[src/verilog/ctr_params.svh]
// Register indices, field positions, reset values and time bases
// Assumes inclusion by bare name from every design file that needs it
`ifndef CTR_PARAMS_SVH
`define CTR_PARAMS_SVH
// Register indices; byte address is four times the index
`define IDX_FLAG 10'h207
`define IDX_CNT0 10'h208
`define IDX_CNT1 10'h209
`define IDX_CTL0 10'h20c
`define IDX_CTL1 10'h20d
`define IDX_SET0 10'h20e
`define IDX_SET1 10'h20f
`define IDX_LED 10'h212
// Setting register fields
`define B_CLKSEL 0
`define B_GATESEL 1
`define B_OUTRT 2
`define B_IRQEN 3
`define B_TB_LO 4
`define B_TB_HI 5
`define B_CASC 6
`define W_SET0 4
`define W_SET1 7
// Flag and start/status fields
`define B_FLAG0 2
`define B_FLAG1 3
`define B_SOFTGATE 0
`define B_OUTSTAT 4
`define W_LED 4
`define W_CNT 16
// Reset values
`define RST_STATE '0
`define RST_SYNC '0
`define RST_CNT '0
// Terminal count value of a down counter
`define CNT_TERM 16'h0001
// Clock and time bases in Hz
`define CLK_HZ 100000000
`define TB0_HZ 100000
`define TB1_HZ 10000
`define TB2_HZ 1000
`define TB3_HZ 100
`define DIV_TB0 (`CLK_HZ / `TB0_HZ)
`define DIV_TB1 (`CLK_HZ / `TB1_HZ)
`define DIV_TB2 (`CLK_HZ / `TB2_HZ)
`define DIV_TB3 (`CLK_HZ / `TB3_HZ)
`define W_PRE 20
`define W_SYNC 9
`endif

[src/verilog/ctr_pkg.sv]
// State types of the counter routing block
// Assumes ctr_params.svh is on the include path
`include "ctr_params.svh"
package ctr_pkg;
   typedef struct packed {
      logic [`W_SYNC-1:0] s1;
      logic [`W_SYNC-1:0] s2;
   } sync_t;
   typedef struct packed {
      logic [`W_CNT-1:0] count;
      logic [`W_CNT-1:0] init;
      logic out;
   } dcnt_t;
   typedef struct packed {
      logic [1:0] flag;
      logic [1:0] soft_gate;
      logic [`W_SET0-1:0] set0;
      logic [`W_SET1-1:0] set1;
      logic [`W_LED-1:0] led;
      logic [1:0] out_prev;
      logic [1:0] ext_prev;
      logic [`W_PRE-1:0] pre_cnt;
      logic pre_tick;
      logic [`W_LED-1:0] led_pins;
      logic iso_out2;
      logic iso_out3;
      logic [31:0] prdata;
      logic irq;
   } regs_t;
endpackage

[src/verilog/counter_signal_routing.sv]
// Gate, clock and output routing, interrupt flags and LEDs of two counters
// Assumes an APB master on ref_clk and asynchronous field pins
// Function
// RULE1: Counters count only while gate active
// RULE2: Counter0 gate: soft bit or input zero
// RULE3: Counter1 gate: soft bit or input two
// RULE4: Counter0 output optionally drives output two
// RULE5: Counter1 output optionally drives output three
// RULE6: Flag reads one when interrupt occurred
// RULE7: Writing one clears flag, zero ignored
// RULE8: Software clears flag before next service
// RULE9: Per-counter interrupt enable, default off
// RULE10: Cascade bit joins counters into 32
// RULE11: LED register holds four enable bits
// RULE12: LEDs show serial activity unless programmable
// RULE13: Clock select: time base or inputs
// RULE14: Two-bit field picks time base rate
// RULE15: Each counter is 16-bit down counter
// RULE16: Output rising edge sets enabled flag
`timescale 1ns/1ps
`include "ctr_params.svh"
module counter_signal_routing
   import ctr_pkg::*;
#(
   parameter int DIV_10K = `DIV_TB1,
   parameter int DIV_1K = `DIV_TB2,
   parameter int DIV_100 = `DIV_TB3
)
(
   input wire logic ref_clk,
   input wire logic reset_n,
   input wire logic psel,
   input wire logic penable,
   input wire logic pwrite,
   input wire logic [11:0] paddr,
   input wire logic [31:0] pwdata,
   output logic [31:0] prdata,
   output logic pready,
   output logic pslverr,
   input wire logic iso_input_zero,
   input wire logic iso_input_one,
   input wire logic iso_input_two,
   input wire logic iso_input_three,
   input wire logic [3:0] serial_activity,
   input wire logic led_programmable_mode,
   output logic iso_output_two,
   output logic iso_output_three,
   output logic [3:0] diagnostic_indicator,
   output logic irq
);
   regs_t r_q;
   regs_t r_d;
   logic [`W_SYNC-1:0] syn;
   logic [9:0] idx;
   logic hit;
   logic wr;
   logic rd_setup;
   logic tb_tick;
   logic [1:0] ext_rise;
   logic tick0;
   logic tick1;
   logic gate0;
   logic gate1;
   logic load0;
   logic load1;
   logic [`W_CNT-1:0] count0;
   logic [`W_CNT-1:0] count1;
   logic [1:0] cnt_out;
   logic term0;
   logic term1;
   logic [1:0] rise;
   logic [1:0] irq_en;
   logic [1:0] clr;
   logic [`W_PRE-1:0] div_m1;
   logic cascade;

   // Word index of an aligned access
   function automatic logic [9:0] reg_index(input logic [11:0] a);
      return a[11:2];
   endfunction

   function automatic logic reg_hit(input logic [11:0] a);
      logic [9:0] i;
      i = reg_index(a);
      return (a[1:0] == 2'h0) &&
         (i == `IDX_FLAG || i == `IDX_CNT0 || i == `IDX_CNT1 ||
          i == `IDX_CTL0 || i == `IDX_CTL1 || i == `IDX_SET0 ||
          i == `IDX_SET1 || i == `IDX_LED);
   endfunction

   input_sync u_sync (
      .ref_clk(ref_clk),
      .reset_n(reset_n),
      .pins({led_programmable_mode, serial_activity, iso_input_three,
             iso_input_two, iso_input_one, iso_input_zero}),
      .synced(syn)
   );

   assign idx = reg_index(paddr);
   assign hit = reg_hit(paddr);
   assign wr = psel & penable & pwrite & hit;
   assign rd_setup = psel & !penable & !pwrite;
   // Zero wait states; unmapped access answers with an error
   assign pready = psel & penable;
   assign pslverr = psel & penable & !hit;

   assign cascade = r_q.set1[`B_CASC];
   assign irq_en = {r_q.set1[`B_IRQEN], r_q.set0[`B_IRQEN]};
   assign tb_tick = r_q.pre_tick;
   // Edges are taken from the second sync stage only
   assign ext_rise = {syn[3], syn[1]} & ~r_q.ext_prev;

   // Clock sources [RULE13]
   assign tick0 = r_q.set0[`B_CLKSEL] ? ext_rise[0] : tb_tick;
   // Counter1 steps on counter0 terminal when cascaded [RULE10]
   assign tick1 = cascade ? term0 :
                  (r_q.set1[`B_CLKSEL] ? ext_rise[1] : tb_tick);
   assign gate0 = r_q.set0[`B_GATESEL] ? syn[0] : r_q.soft_gate[0]; // [RULE2]
   assign gate1 = r_q.set1[`B_GATESEL] ? syn[2] : r_q.soft_gate[1]; // [RULE3]
   assign load0 = wr & (idx == `IDX_CNT0);
   assign load1 = wr & (idx == `IDX_CNT1);

   down_counter u_cnt0 (
      .ref_clk(ref_clk),
      .reset_n(reset_n),
      .tick(tick0),
      .gate(gate0),
      .load(load0),
      .reload(pwdata[`W_CNT-1:0]),
      .count(count0),
      .out(cnt_out[0]),
      .term(term0)
   );

   down_counter u_cnt1 (
      .ref_clk(ref_clk),
      .reset_n(reset_n),
      .tick(tick1),
      .gate(gate1),
      .load(load1),
      .reload(pwdata[`W_CNT-1:0]),
      .count(count1),
      .out(cnt_out[1]),
      .term(term1)
   );

   // Time base divider select [RULE14]
   always_comb begin
      unique case ({r_q.set1[`B_TB_HI], r_q.set1[`B_TB_LO]})
         2'h0: div_m1 = `W_PRE'(`DIV_TB0 - 1);
         2'h1: div_m1 = `W_PRE'(DIV_10K - 1);
         2'h2: div_m1 = `W_PRE'(DIV_1K - 1);
         2'h3: div_m1 = `W_PRE'(DIV_100 - 1);
      endcase
   end

   assign rise = cnt_out & ~r_q.out_prev;
   assign clr = (wr && idx == `IDX_FLAG) ?
                {pwdata[`B_FLAG1], pwdata[`B_FLAG0]} : 2'h0;

   always_comb begin
      r_d = r_q;
      // Compare with >= so a faster rate never overruns the count
      if (r_q.pre_cnt >= div_m1) begin
         r_d.pre_cnt = '0;
         r_d.pre_tick = 1'b1;
      end else begin
         r_d.pre_cnt = r_q.pre_cnt + `W_PRE'(1);
         r_d.pre_tick = 1'b0;
      end
      r_d.ext_prev = {syn[3], syn[1]};
      r_d.out_prev = cnt_out;
      // Set wins over a clear in the same cycle [RULE16] [RULE7] [RULE9]
      r_d.flag = (rise & irq_en) | (r_q.flag & ~clr);
      if (wr) begin
         unique case (idx)
            `IDX_SET0: r_d.set0 = pwdata[`W_SET0-1:0];
            `IDX_SET1: r_d.set1 = pwdata[`W_SET1-1:0];
            `IDX_CTL0: r_d.soft_gate[0] = pwdata[`B_SOFTGATE];
            `IDX_CTL1: r_d.soft_gate[1] = pwdata[`B_SOFTGATE];
            `IDX_LED: r_d.led = pwdata[`W_LED-1:0]; // [RULE11]
            default: r_d.led = r_q.led;
         endcase
      end
      // Read data captured in setup, valid in access
      if (rd_setup) begin
         r_d.prdata = '0;
         unique case (idx)
            `IDX_FLAG: begin // [RULE6]
               r_d.prdata[`B_FLAG0] = r_q.flag[0];
               r_d.prdata[`B_FLAG1] = r_q.flag[1];
            end
            `IDX_CNT0: r_d.prdata[`W_CNT-1:0] = count0;
            `IDX_CNT1: r_d.prdata[`W_CNT-1:0] = count1;
            `IDX_CTL0: begin
               r_d.prdata[`B_SOFTGATE] = r_q.soft_gate[0];
               r_d.prdata[`B_OUTSTAT] = cnt_out[0];
            end
            `IDX_CTL1: begin
               r_d.prdata[`B_SOFTGATE] = r_q.soft_gate[1];
               r_d.prdata[`B_OUTSTAT] = cnt_out[1];
            end
            `IDX_SET0: r_d.prdata[`W_SET0-1:0] = r_q.set0;
            `IDX_SET1: r_d.prdata[`W_SET1-1:0] = r_q.set1;
            `IDX_LED: r_d.prdata[`W_LED-1:0] = r_q.led;
            default: r_d.prdata = '0;
         endcase
      end
      r_d.iso_out2 = r_q.set0[`B_OUTRT] & cnt_out[0]; // [RULE4]
      r_d.iso_out3 = r_q.set1[`B_OUTRT] & cnt_out[1]; // [RULE5]
      // Serial activity unless programmable mode [RULE12]
      r_d.led_pins = syn[8] ? r_q.led : syn[7:4];
      // Level request while an enabled flag stands [RULE16]
      r_d.irq = |(r_d.flag & irq_en);
   end

   always_ff @(posedge ref_clk) begin
      if (!reset_n) begin
         r_q <= `RST_STATE;
      end else begin
         r_q <= r_d;
      end
   end

   assign prdata = r_q.prdata;
   assign iso_output_two = r_q.iso_out2;
   assign iso_output_three = r_q.iso_out3;
   assign diagnostic_indicator = r_q.led_pins;
   assign irq = r_q.irq;
endmodule

[src/verilog/down_counter.sv]
// One 16-bit down counter with reload, gate and terminal pulse
// Assumes tick and gate come from ref_clk logic
`timescale 1ns/1ps
`include "ctr_params.svh"
module down_counter
   import ctr_pkg::*;
(
   input wire logic ref_clk,
   input wire logic reset_n,
   input wire logic tick,
   input wire logic gate,
   input wire logic load,
   input wire logic [`W_CNT-1:0] reload,
   output logic [`W_CNT-1:0] count,
   output logic out,
   output logic term
);
   dcnt_t r_q;
   dcnt_t r_d;
   logic step;
   // Gate low freezes the count [RULE1]
   assign step = tick & gate & !load;
   assign term = step & (r_q.count == `CNT_TERM);
   always_comb begin
      r_d = r_q;
      if (load) begin
         r_d.count = reload;
         // Kept apart from the bus, which changes between writes
         r_d.init = reload;
      end else if (term) begin
         r_d.count = r_q.init;
      end else if (step) begin
         r_d.count = r_q.count - `CNT_TERM; // [RULE15]
      end
      // Output high while at terminal count
      r_d.out = (r_d.count == `CNT_TERM);
   end
   always_ff @(posedge ref_clk) begin
      if (!reset_n) begin
         r_q <= `RST_CNT;
      end else begin
         r_q <= r_d;
      end
   end
   assign count = r_q.count;
   assign out = r_q.out;
endmodule

[src/verilog/input_sync.sv]
// Two-stage synchroniser for the field-side pins
// Assumes the pins are asynchronous to ref_clk
`timescale 1ns/1ps
`include "ctr_params.svh"
module input_sync
   import ctr_pkg::*;
(
   input wire logic ref_clk,
   input wire logic reset_n,
   input wire logic [`W_SYNC-1:0] pins,
   output logic [`W_SYNC-1:0] synced
);
   sync_t r_q;
   sync_t r_d;
   always_comb begin
      r_d = r_q;
      r_d.s1 = pins;
      // First stage feeds only the second
      r_d.s2 = r_q.s1;
   end
   always_ff @(posedge ref_clk) begin
      if (!reset_n) begin
         r_q <= `RST_SYNC;
      end else begin
         r_q <= r_d;
      end
   end
   assign synced = r_q.s2;
endmodule
[config.mk]
export PLATFORM = sky130hd
export DESIGN_NAME = counter_signal_routing
export DESIGN_NICKNAME = d
export VERILOG_FILES = /design/src/verilog/ctr_pkg.sv /design/src/verilog/counter_signal_routing.sv /design/src/verilog/down_counter.sv /design/src/verilog/input_sync.sv
export VERILOG_INCLUDE_DIRS = /design/src /design/src/verilog
export SDC_FILE = /design/constraint.sdc
export NUM_CORES = 1
export LEC_CHECK = 0
export ABC_CLOCK_PERIOD_IN_PS = 5300
export BUFFER_PORTS_ARGS = -buffer_cell sky130_fd_sc_hd__buf_4
export CORE_MARGIN = 8
export CORE_UTILIZATION = 55
export DETAILED_ROUTE_END_ITERATION = 6
export PLACE_DENSITY = 0.76
export SLEW_MARGIN = 20
export SYNTH_ARGS = -nofsm -noshare
export SYNTH_HDL_FRONTEND = slang
export SYNTH_HIERARCHICAL = 1
export SYNTH_SLANG_ARGS = --single-unit
[constraint.sdc]
create_clock -name ref_clk -period 5.3 [get_ports ref_clk]
set_input_delay 0.265 -clock ref_clk [delete_from_list [all_inputs] [get_ports ref_clk]]
set_output_delay 0.265 -clock ref_clk [all_outputs]
set_load 0.03 [all_outputs]
# Word-level counts from Yosys, hierarchy flattened
# Cells that the tools add are included.
# W data, S select, Z words.
[word_totals]
regBits = 151
in_bits = 58
output_inout_bits = 41
elab_cells = 112
[classes]
addsub = 3
n_lt_le_gt_ge = 1
eq_ne = 15
muxes = 21
bitwise_logic = 26
reduce_logical = 23
[ops]
columns = ["cell", "count"]
rows = [
  ["$mux W16", 6],
  ["$eq A10 B10 Y1 const B", 8],
  ["$pmux W20 S4", 1],
  ["$eq A16 B1 Y1 const B", 4],
  ["$sub A16 B1 Y16 const B", 2],
  ["$add A20 B1 Y20 const B", 1],
  ["$ge A20 B20 Y1", 1],
  ["$pmux W9 S2", 1],
  ["$and A1 B1 Y1", 16],
  ["$pmux W2 S6", 1],
  ["$and A2 B2 Y2", 5],
  ["$pmux W1 S5", 2],
  ["$reduce_and A2 Y1", 5],
  ["$logic_or A1 B1 Y1", 7],
  ["$pmux W1 S7", 1],
  ["$mux W1", 6],
  ["$not A2 Y2", 3],
  ["$pmux W2 S3", 1],
  ["$logic_not A1 Y1", 5],
  ["$eq A2 B2 Y1 const B", 2],
  ["$logic_not A2 Y1", 2],
  ["$mux W4", 1],
  ["$reduce_or A2 Y1", 2],
  ["$eq A2 B1 Y1 const B", 1],
  ["4 further kinds", 5],
]

# Logic depth before layout (Yosys ltp)
[depth]
word_depth = 21
ltp_mapped = 21
mapped_depth_nobuf = 18

# Hierarchy
# Netlist, hierarchy kept.
[modules_own_cells]
columns = ["module", "n_inst", "cells_per_inst", "area_each_um2", "seq_area_each_um2"]
rows = [
  ["counter_signal_routing", 1, 451, 3871.2, 1341.3],
  ["down_counter", 2, 219, 1844.3, 660.6],
  ["input_sync", 1, 37, 501.7, 360.3],
]

# Least setup slack after synthesis
# Ideal clock, no wire load.
[synth_path]
kind = "input to register"
from = "input port paddr[3]"
to = "register u_cnt1.r_q, in the netlist u_cnt1/out"
arrival_ps = 4095
path_slack_ps = 1113
stages = 21
path_buffers = 5
path_cell_list = "buf_2 > or4b_1 > nor4_2 > buf_2 > and3_1 > nand4bb_1 > buf_2 > nor3_2 > nand2_2 > inv_2 > nand2_1 > o21ai_0 > nand4bb_1 > buf_2 > nor3_2 > nand2_2 > buf_2 > o221ai_1 > nor3_1 > nand4b_1 > nor4_1"
[synth_via]
elab_chain_cells = 21
word_cells_on_any_way = 31
cone_classes = "eq/ne: 9; mux: 4; bitwise: 8; reduce/logical: 10"
[synth_lines]
columns = ["item", "line", "source"]
rows = [
  ["from (decl)", "counter_signal_routing.sv:35", "input wire logic [11:0] paddr,"],
  ["$eq A10 B10 Y1", "--", ""],
  ["$logic_or A1 B1 Y1 (no source line) (7 in a row)", "--", ""],
  ["$logic_and A1 B1 Y1", "counter_signal_routing.sv:85", "return (a[1:0] == 2'h0) &&"],
  ["$and A1 B1 Y1", "counter_signal_routing.sv:101", "assign wr = psel & penable & pwrite & hit;"],
  ["$and A1 B1 Y1 *", "counter_signal_routing.sv:120", "assign load0 = wr & (idx == `IDX_CNT0);"],
  ["named net load0", "counter_signal_routing.sv:64", "logic load0;"],
  ["$logic_not A1 Y1 *", "down_counter.sv:22", "assign step = tick & gate & !load;"],
  ["$and A1 B1 Y1 *", "down_counter.sv:22", ""],
  ["$and A1 B1 Y1 *", "down_counter.sv:23", "assign term = step & (r_q.count == `CNT_TERM);"],
  ["named net term0", "counter_signal_routing.sv:69", "logic term0;"],
  ["$mux W1 *", "counter_signal_routing.sv:116", "assign tick1 = cascade ? term0 :"],
  ["named net tick1", "counter_signal_routing.sv:61", "logic tick1;"],
  ["$and A1 B1 Y1 * (2 in a row)", "down_counter.sv:22", ""],
  ["$mux W16 or $and A1 B1 Y1 (tied branches)", "down_counter.sv:32, down_counter.sv:23", ""],
  ["$mux W16 *", "down_counter.sv:30", "end else if (term) begin"],
  ["$mux W16 *", "down_counter.sv:26", "if (load) begin"],
  ["$eq A16 B1 Y1 (no source line) *", "--", ""],
  ["to (signal assigned)", "down_counter.sv:40", "r_q <= `RST_CNT;"],
  ["to (signal assigned)", "down_counter.sv:42", "r_q <= r_d;"],
  ["to (decl)", "down_counter.sv:18", "dcnt_t r_q;"],
]
# The timed path passes the listed nets; every way through them passes the cells marked *.
# A chain may end at the register's enable or synchronous reset.

# Worst setup path in the final report
[layout_path]
from = "register r_q[75] (netlist name)"
to = "register u_cnt1.r_q, in the netlist u_cnt1/out"
[layout_via]
elab_chain_cells = 11
word_cells_on_any_way = 12
cone_classes = "eq/ne: 1; mux: 5; bitwise: 6"
[layout_lines]
columns = ["item", "line", "source"]
rows = [
  ["from (decl)", "counter_signal_routing.sv:51", "regs_t r_q;"],
  ["from (signal assigned)", "counter_signal_routing.sv:219", "r_q <= `RST_STATE;"],
  ["from (signal assigned)", "counter_signal_routing.sv:221", "r_q <= r_d;"],
  ["$mux W1", "counter_signal_routing.sv:114", "assign tick0 = r_q.set0[`B_CLKSEL] ? ext_rise[0] : tb_tick;"],
  ["named net tick0", "counter_signal_routing.sv:60", "logic tick0;"],
  ["$and A1 B1 Y1 (2 in a row)", "down_counter.sv:22", ""],
  ["$and A1 B1 Y1", "down_counter.sv:23", ""],
  ["named net term0", "counter_signal_routing.sv:69", ""],
  ["$mux W1", "counter_signal_routing.sv:116", ""],
  ["named net tick1", "counter_signal_routing.sv:61", ""],
  ["$and A1 B1 Y1 (2 in a row)", "down_counter.sv:22", ""],
  ["$and A1 B1 Y1", "down_counter.sv:23", ""],
  ["named net term1", "counter_signal_routing.sv:70", "logic term1;"],
  ["$mux W16", "down_counter.sv:30", ""],
  ["$mux W16", "down_counter.sv:26", ""],
  ["$eq A16 B1 Y1 (no source line)", "--", ""],
]
# The timed path passes the listed nets, and every way through them passes these cells.

==> results.json <==
{
  "whs_path_depth": 2,
  "cts_root_buffer": "clkbuf_16",
  "core_area_sq_um": 14400,
  "async_reset_ff_share_pct": 0,
  "wl_mm": 20.4,
  "maxSlewViolCount": 0,
  "yosys_most_used_dff": "dfxtp_1",
  "n_antenna_cell": 0,
  "ios": 99,
  "antenna_found_initial": 0,
  "cts_setup_buffers": 0,
  "maxUsedRoutingLayer": "met4",
  "io_buffers": 66,
  "drtAntennaViolNets": 0,
  "vias": 6810,
  "dr_wl_met2_mm": 9.25,
  "htreeDepth": 4,
  "finalCritPeriodShare_pct": 83.9,
  "power_density_nw_per_um2": 291,
  "drt_iter0_drc": 766,
  "ys_types": 75,
  "dieArea_sq_um": 18800,
  "hp-start": "iso_input_two",
  "clock_latency_ns": 0.43,
  "final-hold-violation-count": 0,
  "routed-wl-met3_mm": 1.61,
  "r2r_cells": 16,
  "fmax_ghz": 0.225,
  "dp_cells": 1086,
  "setup_viol": 0,
  "drc": 0,
  "layout.cells.non_filler": 1117,
  "synth_cells": 926,
  "wl_met1_mm": 8.93,
  "drive_above_1_share_pct": 16.1,
  "final_cell_mix": "dfxtp_1, buf_4, nand2_1, nor2_1, and2_1",
  "reg2reg_from": "r_q[75]",
  "tns_ns": 0,
  "nNetsFinal": 1002,
  "critical_path_class": "flop to flop",
  "tightest_slew_ns": 1.10,
  "skew_ns": 0.00806,
  "worstSetupEndpointType": "flop",
  "grt_pass1_vias": 6281,
  "startpoint_type": "flop",
  "clock-sinks": 151,
  "synth.cell_area_sq_um": 8060,
  "crit_path_top_delay_cell": "nand4bb_1",
  "start_util_pct": 55.9,
  "crit_fanout": 18,
  "grt_overflow_total": 0,
  "arrival_ns": 4.77,
  "synth_edf_count": 0,
  "maxSlewHeadroom_pct": 26.3,
  "rows": 44,
  "final.min_clock_period_ns": 4.45,
  "grt_use_total_pct": 21.9,
  "synth.ff_latch_count": 151,
  "crit_chain": "nand2_1 -> o22ai_1 -> nand4bb_1 -> nor3_2 -> nand2_2 -> inv_2 -> nand2_1 -> o21ai_0 -> nand4bb_1 -> nor3_2 -> nand2_2 -> inv_2 -> nor2_1 -> o31a_1 -> nand3b_1 -> nor4_1",
  "cellLeakagePower_nw": 3.44,
  "hpwl_mm": 14.3,
  "clk_pin_slew_ns": 0.06,
  "hold_path_class": "primary input to flop",
  "cts_resized": 0,
  "cp.required_ns": 5.62,
  "yosysWarnings": 6,
  "outcome": "finished, final reports clean",
  "cts_tree": "done",
  "via_per_inst": 6.10,
  "wl_per_cell_microns": 18.2,
  "vdd_ir_drop_max_uv": 229,
  "startpoint": "r_q[75]",
  "yosysSeqAreaShare_pct": 37.5,
  "clockBufferDepth": 2,
  "die_y_microns": 137,
  "max_stage_delay_ns": 0.54,
  "drt-pass1-iter-count": 5,
  "grt_setup_unrepaired": "no",
  "hold_buffers": 0,
  "synth_area_per_cell_sq_um": 8.71,
  "fp.dieW_microns": 137,
  "final_common_cell": "dfxtp_1",
  "max_cap_viol_count": 0,
  "gp_congestion": 0.928,
  "grt_max_degree": 83,
  "area_growth_pct": 9.67,
  "cts_inserted_buffers": 17,
  "grt_pass1_wl_mm": 32.3
}
[worst max-delay path, delay by kind of cell (launching register included)]
kind	cells	cell delay (ns)
AOI/OAI and AO/OA	3	1.04
and+or+nand+nor	11	2.65
DFF	1	0.37
buffers and inverters	2	0.28
[logic make-up (layout without fill, tap and decap cells)]
family	count (synthesis)	in the layout	share of synthesized area (%)
mux	14	14	2.14
simple gates	345	345	24.6
other cells	1	16	0.0465
fa+ha+maj	23	23	3.57
xor+xnor	38	38	4.13
compound gates	209	209	17.8
flops	151	151	37.5
buf+inv	145	137	10.2
[path summary, 6_finish.rpt]
path	endpoint	slack (ns)
worst max-delay path	u_cnt1/out	0.85
worst max register to register	u_cnt1/out	0.85
worst min register to register	u_sync/synced[4]	0.45
worst min-delay path	u_sync/r_d[2]	0.04
[report_power, final]
group | switching, mW | leakage, nW | internal (mW)
logic | 0.0870 | 1.92 | 0.0502
clock network | 0.501 | 0.295 | 0.771
registers | 0.00856 | 1.22 | 1.15
[Yosys cell counts, types with 6 or more instances]
| master | n | area share, % |
|---|---|---|
| nor4_1 | 29 | 2.3 |
| buf_4 | 68 | 6.3 |
| and2_2 | 14 | 1.3 |
| nor2_1 | 38 | 1.8 |
| o21ai_1 | 25 | 1.6 |
| a221oi_1 | 14 | 1.5 |
| ha_1 | 23 | 3.6 |
| and3_1 | 10 | 0.78 |
| or4_1 | 8 | 0.75 |
| xnor2_1 | 26 | 2.8 |
| and2_1 | 35 | 2.7 |
| nor4b_1 | 9 | 0.98 |
| inv_1 | 26 | 1.2 |
| nor3_1 | 15 | 0.93 |
| a21oi_1 | 33 | 2.0 |
| o221ai_1 | 12 | 1.3 |
| xor2_1 | 12 | 1.3 |
| buf_2 | 11 | 0.68 |
| nand4_1 | 10 | 0.78 |
| a21boi_0 | 28 | 2.6 |
| a31oi_1 | 10 | 0.78 |
| mux2i_1 | 6 | 0.75 |
| nand2_1 | 76 | 3.5 |
| or3_1 | 11 | 0.85 |
| clkbuf_1 | 33 | 1.5 |
| o21ai_0 | 31 | 1.9 |
| dfxtp_1 | 151 | 37 |
| nor2b_1 | 15 | 1.2 |
| nand3_1 | 31 | 1.9 |
[layout make-up]
class,count,area [sq um]
fill,1279,5580
multi-input combinational,645,4280
sequential,151,3020
timing repair buffer,77,578
clock buffer,19,453
tap,184,230
clock inverter,12,168
inverter,29,109
[per-stage QoR]
stage          setup WS (ns)  hold WS (ns)  power (mW)  utilization (%)  cell area [sq um]
3_5_place_dp           0.752         0.433        1.32             57.0               8220
4_1_cts                 1.03        0.0226        2.59             61.3               8840
5_1_grt                0.498        0.0218        2.65             61.3               8840
3_3_place_gp           0.770         0.430        1.32             57.0               8220
2_1_floorplan           1.11         0.392        1.28                -               8120
6_report               0.853        0.0367        2.57             61.3               8840
[per-layer routing]
metal / GRT usage, % / vias up
met4: 9.96 / 0
met3: 5.58 / 50
li1: - / 3272
met1: 28.1 / 3198
met2: 33.7 / 290
met5: 0 / -
[flip-flops by register name, summed over array words and instances, names as in the netlist]
signal,cells
r_q,40
prdata,16
u_cnt0/count,16
u_cnt0/r_q,16
u_cnt1/count,16
u_cnt1/r_q,16
u_sync/r_d,9
u_sync/synced,9
diagnostic_indicator,4
irq_en,2
cascade,1
irq,1
iso_output_three,1
iso_output_two,1
tb_tick,1
u_cnt0/out,1
u_cnt1/out,1
Power figures use the tool's default switching activity.
